**src/verilog/ds3o_pkg.sv**
```systemverilog
// Purpose: Shared constants and types for the DS3 out-of-frame block
// Assumes: 8-bit registers, byte addresses as printed
// Notes: Thresholds are typed at the width of the window counters
package ds3o_pkg;

  localparam logic [15:0] ADDR_CFG_STAT = 16'h1110;
  localparam logic [15:0] ADDR_IRQ_STAT = 16'h1113;

  localparam int CFG_MSYNC_BIT = 0;
  localparam int CFG_FSEL_BIT = 1;
  localparam int CFG_PQ_BIT = 2;
  localparam int CFG_LOSS_BIT = 4;
  localparam int IRQ_OOF_BIT = 1;

  localparam logic [2:0] CFG_RW_RESET = 3'h4;
  localparam logic LOSS_RESET = 1'b1;

  localparam int F_WIN = 16;
  localparam int F_CW = 5;
  localparam logic [4:0] F_THR_LOOSE = 5'h06;
  localparam logic [4:0] F_THR_TIGHT = 5'h03;
  localparam int M_WIN = 4;
  localparam int M_CW = 3;
  localparam logic [2:0] M_THR = 3'h3;
  localparam int P_WIN = 5;
  localparam int P_CW = 3;
  localparam logic [2:0] P_THR = 3'h2;
  localparam logic [1:0] M_MATCH_LAST = 2'h2;

  typedef enum logic [1:0] {
    ST_SEARCH = 2'b00,
    ST_MSYNC = 2'b01,
    ST_PCHECK = 2'b10,
    ST_INFRAME = 2'b11
  } ds3o_state_t;

endpackage : ds3o_pkg

```
**src/verilog/ds3o_oof_top.sv**
```systemverilog
// Purpose: DS3 receive out-of-frame declaration during frame maintenance
// Assumes: Bit-position strobes come from framer logic on the line clock
// Notes: Only the out-of-frame change bit of the interrupt status is kept

module ds3o_oof_top (
  input wire logic clk,
  input wire logic rst_n,
  input wire logic fSyncFound,
  input wire logic fBitStb,
  input wire logic fBitErr,
  input wire logic mFrameStb,
  input wire logic mBitErr,
  input wire logic pBitErr,
  input wire logic [15:0] regAddr,
  input wire logic regWrEn,
  input wire logic regRdEn,
  input wire logic [7:0] regWrData,
  output logic [7:0] regRdData,
  output logic intN,
  output logic frameLoss,
  output logic inFrame
);

  import ds3o_pkg::*;

  logic rstSync1_q;
  logic rstSync2_q;
  always_ff @(posedge clk or negedge rst_n) begin
    if (!rst_n) begin
      rstSync1_q <= 1'b0;
      rstSync2_q <= 1'b0;
    end else begin
      rstSync1_q <= 1'b1;
      rstSync2_q <= rstSync1_q;
    end
  end
  wire logic rstN = rstSync2_q;

  ds3o_state_t state_q;
  ds3o_state_t state_d;
  logic [2:0] cfg_q;
  logic [1:0] mMatch_q;
  logic [1:0] mMatch_d;
  logic frameLoss_q;
  logic oofChg_q;
  logic intN_q;
  logic inFrame_q;
  logic [7:0] regRdData_q;

  wire logic cfgMsync = cfg_q[CFG_MSYNC_BIT];
  wire logic cfgFsel = cfg_q[CFG_FSEL_BIT];
  wire logic cfgPq = cfg_q[CFG_PQ_BIT];
  wire logic inMaint = (state_q == ST_INFRAME);
  wire logic winClr = !inMaint;

  // Framing threshold follows the select bit
  wire logic [4:0] fThr = cfgFsel ? F_THR_TIGHT :
                          F_THR_LOOSE;

  logic [4:0] fCnt;
  logic fHit;
  logic [2:0] mCnt;
  logic mHit;
  logic [2:0] pCnt;
  logic pHit;

  ds3o_window #(.N(F_WIN), .CW(F_CW)) u_fwin (
    .clk(clk),
    .rstN(rstN),
    .clr(winClr),
    .sampleValid(fBitStb && inMaint),
    .sampleErr(fBitErr),
    .threshold(fThr),
    .errCount(fCnt),
    .hit(fHit)
  );

  ds3o_window #(.N(M_WIN), .CW(M_CW)) u_mwin (
    .clk(clk),
    .rstN(rstN),
    .clr(winClr),
    .sampleValid(mFrameStb && inMaint),
    .sampleErr(mBitErr),
    .threshold(M_THR),
    .errCount(mCnt),
    .hit(mHit)
  );

  ds3o_window #(.N(P_WIN), .CW(P_CW)) u_pwin (
    .clk(clk),
    .rstN(rstN),
    .clr(winClr),
    .sampleValid(mFrameStb && inMaint),
    .sampleErr(pBitErr),
    .threshold(P_THR),
    .errCount(pCnt),
    .hit(pHit)
  );

  // Multiframe and parity criteria are gated by their enables and ORed with framing
  wire logic mCrit = cfgMsync && mHit;
  wire logic pCrit = cfgPq && pHit;
  wire logic oofDeclare = inMaint && (fHit || mCrit || pCrit);
  wire logic mGood = mFrameStb && !mBitErr;
  wire logic enterFrame = (state_d == ST_INFRAME) && !inMaint;

  always_comb begin
    state_d = state_q;
    mMatch_d = mMatch_q;
    unique case (state_q)
      ST_SEARCH: begin
        mMatch_d = 2'h0;
        if (fSyncFound) begin
          state_d = ST_MSYNC;
        end
      end
      ST_MSYNC: begin
        if (mFrameStb && mBitErr) begin
          state_d = ST_SEARCH;
          mMatch_d = 2'h0;
        end else if (mGood && mMatch_q == M_MATCH_LAST) begin
          state_d = cfgPq ? ST_PCHECK : ST_INFRAME;
          mMatch_d = 2'h0;
        end else if (mGood) begin
          mMatch_d = mMatch_q + 2'h1;
        end
      end
      ST_PCHECK: begin
        if (mFrameStb) begin
          state_d = pBitErr ? ST_SEARCH : ST_INFRAME;
        end
      end
      ST_INFRAME: begin
        if (oofDeclare) begin
          state_d = ST_SEARCH;
        end
      end
    endcase
  end

  wire logic frameLoss_d = oofDeclare ? 1'b1 :
                           (enterFrame ? 1'b0 : frameLoss_q);
  wire logic chgEvt = oofDeclare || enterFrame;
  wire logic cfgWrite = regWrEn && (regAddr == ADDR_CFG_STAT);
  wire logic irqRead = regRdEn && (regAddr == ADDR_IRQ_STAT);
  // A change in the read cycle keeps the bit set
  wire logic oofChg_d = chgEvt || (oofChg_q && !irqRead);

  wire logic [7:0] cfgView = {3'h0, frameLoss_q, 1'b0, cfg_q};
  wire logic [7:0] irqView = {6'h00, oofChg_q, 1'b0};
  wire logic [7:0] rdMux = (regAddr == ADDR_CFG_STAT) ? cfgView :
                           ((regAddr == ADDR_IRQ_STAT) ? irqView : 8'h00);

  always_ff @(posedge clk or negedge rstN) begin
    if (!rstN) begin
      state_q <= ST_SEARCH;
      mMatch_q <= 2'h0;
      frameLoss_q <= LOSS_RESET;
      oofChg_q <= 1'b0;
      intN_q <= 1'b1;
      inFrame_q <= 1'b0;
    end else begin
      state_q <= state_d;
      mMatch_q <= mMatch_d;
      frameLoss_q <= frameLoss_d;
      oofChg_q <= oofChg_d;
      intN_q <= !oofChg_d;
      inFrame_q <= (state_d == ST_INFRAME);
    end
  end

  always_ff @(posedge clk or negedge rstN) begin
    if (!rstN) begin
      cfg_q <= CFG_RW_RESET;
      regRdData_q <= 8'h00;
    end else begin
      if (cfgWrite) begin
        cfg_q <= regWrData[2:0];
      end
      regRdData_q <= regRdEn ? rdMux : 8'h00;
    end
  end

  assign regRdData = regRdData_q;
  assign intN = intN_q;
  assign frameLoss = frameLoss_q;
  assign inFrame = inFrame_q;
endmodule : ds3o_oof_top

```
**src/verilog/ds3o_window.sv**
```systemverilog
// Purpose: Sliding window of the last N error flags with a count and a hit
// Assumes: One sample per valid strobe, same clock as the consumer
// Notes: Clear empties the history so a new maintenance run starts fresh
module ds3o_window #(
  parameter int N = 16,
  parameter int CW = 5
) (
  input wire logic clk,
  input wire logic rstN,
  input wire logic clr,
  input wire logic sampleValid,
  input wire logic sampleErr,
  input wire logic [CW-1:0] threshold,
  output logic [CW-1:0] errCount,
  output logic hit
);

  if (N < 2 || CW != $clog2(N + 1)) begin : g_chk
    $error("ds3o_window: N must be at least 2 and CW must fit N");
  end

  function automatic logic [CW-1:0] popCount(input logic [N-1:0] v);
    logic [CW-1:0] c;
    c = '0;
    for (int i = 0; i < N; i++) begin
      c = c + {{(CW-1){1'b0}}, v[i]};
    end
    return c;
  endfunction : popCount

  logic [N-1:0] hist_q;
  wire logic [N-1:0] histShift = {hist_q[N-2:0], sampleErr};
  wire logic [N-1:0] hist_d = clr ? '0 :
                              (sampleValid ? histShift : hist_q);

  always_ff @(posedge clk or negedge rstN) begin
    if (!rstN) begin
      hist_q <= '0;
    end else begin
      hist_q <= hist_d;
    end
  end

  assign errCount = popCount(hist_q);
  assign hit = (errCount >= threshold);
endmodule : ds3o_window

```
**config.mk**
```make
export PLATFORM = sky130hd
export DESIGN_NAME = ds3o_oof_top
export DESIGN_NICKNAME = d
export VERILOG_FILES = /design/src/verilog/ds3o_pkg.sv /design/src/verilog/ds3o_oof_top.sv /design/src/verilog/ds3o_window.sv
export SDC_FILE = /design/constraint.sdc
export NUM_CORES = 1
export LEC_CHECK = 0
export BUFFER_PORTS_ARGS = -buffer_cell sky130_fd_sc_hd__buf_2
export CORE_ASPECT_RATIO = 0.75
export CORE_MARGIN = 2
export CORE_UTILIZATION = 55
export DETAILED_ROUTE_END_ITERATION = 16
export GPL_TIMING_DRIVEN = 0
export HOLD_SLACK_MARGIN = 0.1
export PLACE_DENSITY_LB_ADDON = 0.05
export SLEW_MARGIN = 20
export SYNTH_ARGS = -nofsm -noshare
export SYNTH_HDL_FRONTEND = slang
export SYNTH_SLANG_ARGS = --single-unit
```
**constraint.sdc**
```tcl
create_clock -name clk -period 1.7 [get_ports clk]
set_input_delay 0.34 -clock clk [delete_from_list [all_inputs] [get_ports clk]]
set_output_delay 0.34 -clock clk [all_outputs]
set_load 0.02 [all_outputs]
```
==> impl_metrics.yaml <==
status:
  status: "finished, violations left"
  violations: "negative setup slack"
cells_and_area:
  fillerInstances: 351
  post-route-cell-area_um2: 2760
  drive_gt1_share_pct: 21.5
  diodes: 0
  area_growth_syn_to_layout_pct: 16.4
  fin_nets: 326
die:
  initial_utilization_pct: 57.7
  height_of_the_die_um: 60.8
  die_area_um2: 4850
  overall_die_width_um: 79.8
  io_pins: 45
  design.core.area_um2: 4100
  rows: 20
drt:
  detail_route.vias_per_cell: 4.86
  wl_per_cell_um: 12.1
  drt_pass1_iterations: 4
  detailedRoute.firstIterationViolations: 42
  via_count_of_the_routed_design: 1579
  postRouteAntennaNets: 0
  total_routed_wirelength_mm: 3.92
  drt_drc_violations_left: 0
sta:
  layout_worst_path_cycle_share_pct: 266
  setup_viol: 6
  grt_setup_unrepaired: "true"
  timing.final.max_slew_violations: 0
  fin_ws_ps: -2830
  timing.fmax_ghz: 0.221
  post-route-min-period_ps: 4530
  setup_tns_ps: -16660
  skew_ps: 6.52
  final_hold_viol_count: 0
synth:
  syn_inst: 221
  number_of_enable_type_register_cells_in_the_synthesized_netlist: 0
  synth-seq-area-share_pct: 44.6
  synthArstFlopShare_pct: 100
  yosys_most_used_dff: "sky130_fd_sc_hd__dfrtp_1"
  synthDistinctLibCells: 36
  synth_warnings: 0
  synth_area_um2: 2370
  syn_area_per_cell_um2: 10.7
  synth_seq_cells: 42
run:
  maxCapViolCount: 0
clock_tree:
  clkSlewWorstSetupHoldPaths_ps: 80
  clkLatencyLatePin_ps: 290
  cts-buffers-inserted: 5
  clk_root_buffer_cell: "sky130_fd_sc_hd__clkbuf_8"
  tritoncts: "done"
  cts-root-to-sink-buffers: 2
  clock_sink_count: 42
  cts-htree-levels: 2
worst_setup_path:
  timing.critical_path.fanout_max: 3
  crit_path_dat_ps: 4750
  worst_path_most_repeated_cell: "sky130_fd_sc_hd__fa_1"
  cpPeakStageDelay_ps: 520
  worstSetupStartpointType: "flip-flop"
  end_kind: "flip-flop"
  crit_path_cell_trace: "ha_1, inv_1, fa_1, fa_1, fa_1, fa_1, fa_2, fa_2, xnor2_1, ha_1, inv_1, o311a_1, a21o_1, and3_1"
  worstPathRequired_ps: 1930
  worst_path_dominant_cell_family: "adder cells"
  timing.setup.critical_path_class: "flip-flop to flip-flop"
  crit_buf_inv: 2
  slowest_stage: "sky130_fd_sc_hd__fa_1"
min_path:
  hold_class: "flip-flop to async pin"
pwr:
  power_per_cell_area_nw_per_um2: 753
  power_leakage_nw: 1.33
  max-vdd-ir-drop_uv: 716
placement:
  place_hpwl_mm: 3.03
  dp_slack_ps: -2900
  postPlaceCellArea_um2: 2640
  portBuffers: 33
  globalplace.congestion: 0.795
global_route:
  grt_usage_pct: 18.4
  number_of_global_route_vias_before_repair: 1489
  globalRoute.totalOverflow: 0
  pin_count_of_the_biggest_net_entering_global_routing: 30
  global_route_wire_length_before_repair_mm: 6.58
  antenna_found_initial: 0
-- stage by stage --
stage	power [W]	util, %	hold slack [ps]	std cells
final	0.00208	67.2	141	325
after global routing	0.00219	67.2	170	325
after CTS	0.00210	67.0	150	324
after detailed placement	0.00148	64.3	128	313
after global placement	0.00147	63.8	127	312
after floorplan	0.00136	-	44.4	224
-- final cells by class --
| type | instances | area (um^2) | area share (%) |
|---|---|---|---|
| well taps | 55 | 68.8 | 2.50 |
| plain buffers | 12 | 62.6 | 2.27 |
| flip-flops and latches | 42 | 1060 | 38.3 |
| clock buffers | 8 | 80.1 | 2.91 |
| repair buffers | 38 | 218 | 7.90 |
| inverters | 32 | 120 | 4.36 |
| multi-input cells | 138 | 1150 | 41.8 |
-- metal layers --
metal  vias to the layer above  share of wire (%)  global-route usage [%]
met1                       735                 50                    24.5
met5                         -                  0                       0
met4                         0                1.6                    8.23
li1                        796                  -                       -
met3                         8                7.3                    5.36
met2                        40                 41                    28.6
-- cells in the final DEF (no fill, tap or decap), types with 4 or more instances in the layout --
master                     synthesis  final
sky130_fd_sc_hd__ha_1             10     10
sky130_fd_sc_hd__buf_2             2     35
sky130_fd_sc_hd__fa_1             13     11
sky130_fd_sc_hd__dfrtp_1          39     38
sky130_fd_sc_hd__nor2_1           28     28
sky130_fd_sc_hd__nand2_1          11     11
sky130_fd_sc_hd__buf_4             4      7
sky130_fd_sc_hd__nand3_1           4      4
sky130_fd_sc_hd__nor2b_1           5      5
sky130_fd_sc_hd__clkbuf_8          0      5
sky130_fd_sc_hd__inv_1            32     32
sky130_fd_sc_hd__mux2i_1          26     26
sky130_fd_sc_hd__conb_1            2      5
sky130_fd_sc_hd__clkbuf_1          6      9
-- synth_stat cells, types with 2 or more instances --
cell type | count | area, um^2
sky130_fd_sc_hd__a21oi_1 | 3 | 15.0
sky130_fd_sc_hd__a22o_1 | 2 | 17.5
sky130_fd_sc_hd__and2_1 | 3 | 18.8
sky130_fd_sc_hd__and3_1 | 3 | 18.8
sky130_fd_sc_hd__buf_2 | 2 | 10.0
sky130_fd_sc_hd__buf_4 | 4 | 30.0
sky130_fd_sc_hd__clkbuf_1 | 6 | 22.5
sky130_fd_sc_hd__conb_1 | 2 | 7.51
sky130_fd_sc_hd__dfrtp_1 | 39 | 976
sky130_fd_sc_hd__dfstp_2 | 3 | 78.8
sky130_fd_sc_hd__fa_1 | 13 | 260
sky130_fd_sc_hd__ha_1 | 10 | 125
sky130_fd_sc_hd__inv_1 | 32 | 120
sky130_fd_sc_hd__mux2_1 | 3 | 33.8
sky130_fd_sc_hd__mux2i_1 | 26 | 260
sky130_fd_sc_hd__nand2_1 | 11 | 41.3
sky130_fd_sc_hd__nand2b_1 | 2 | 12.5
sky130_fd_sc_hd__nand3_1 | 4 | 20.0
sky130_fd_sc_hd__nand4_1 | 3 | 18.8
sky130_fd_sc_hd__nor2_1 | 28 | 105
sky130_fd_sc_hd__nor2b_1 | 5 | 31.3
sky130_fd_sc_hd__o21ai_0 | 2 | 10.0
sky130_fd_sc_hd__o22ai_1 | 2 | 12.5
-- what timing repair did --
action,CTS,global route
pin swaps,2,1
cloned,0,0
hold buffers,1,0
hold endpoints to repair,2,0
gates resized for setup,1,0
setup buffers,2,1
setup endpoints to repair,6,6
-- worst reg2reg max path: stages, from the launching register on --
cell	delay [ps]
sky130_fd_sc_hd__dfrtp_1	400
sky130_fd_sc_hd__ha_1	280
sky130_fd_sc_hd__inv_1	40
sky130_fd_sc_hd__fa_1	520
sky130_fd_sc_hd__fa_1	440
sky130_fd_sc_hd__fa_1	520
sky130_fd_sc_hd__fa_1	430
sky130_fd_sc_hd__fa_2	370
sky130_fd_sc_hd__fa_2	380
sky130_fd_sc_hd__xnor2_1	140
sky130_fd_sc_hd__ha_1	270
sky130_fd_sc_hd__inv_1	30
sky130_fd_sc_hd__o311a_1	300
sky130_fd_sc_hd__a21o_1	190
sky130_fd_sc_hd__and3_1	150
-- where the power goes --
part / total, W / internal [W] / leakage (nW) / switching, W
clock: 0.000617 / 0.000292 / 0.0395 / 0.000325
combinational: 0.000362 / 0.000137 / 0.734 / 0.000225
sequential: 0.00110 / 0.00106 / 0.561 / 0.0000326
-- final timing paths --
| kind | from | endpoint | slack (ps) | depth (start not counted) |
|---|---|---|---|---|
| min in group clk | regWrData[1] | cfg_q[1] | 270 | 2 |
| hold / removal | rstN | u_pwin.hist_q[3] | 140 | 0 |
| setup reg to reg | u_fwin.hist_q[0] | intN | -2830 | 14 |
| setup / recovery | u_fwin.hist_q[0] | intN | -2830 | 14 |
| hold reg to reg | rstN | u_pwin.hist_q[3] | 140 | 0 |
| max in group asynchronous | rstN | cfg_q[2] | 1040 | 1 |
-- state kept, by name, indices dropped and copies added (netlist names) --
register	cells
cfg_q	3
frameLoss	1
inFrame	1
intN	1
mMatch_q	2
oofChg_q	1
regRdData	4
rstN	1
rstSync1_q	1
state_q	2
u_fwin.hist_q	16
u_mwin.hist_q	4
u_pwin.hist_q	5
-- cell families (layout without fill, tap and decap cells) --
kind of cell | count (synthesis) | count (layout) | share of synthesized area [%]
compound gates | 15 | 15 | 4.23
fa+ha+maj | 23 | 23 | 16.3
buf+inv | 44 | 90 | 7.72
other cells | 2 | 5 | 0.317
mux | 29 | 29 | 12.4
simple gates | 65 | 65 | 14.1
flops | 42 | 42 | 44.6
xor+xnor | 1 | 1 | 0.370
(Power assumes the default switching activity.)
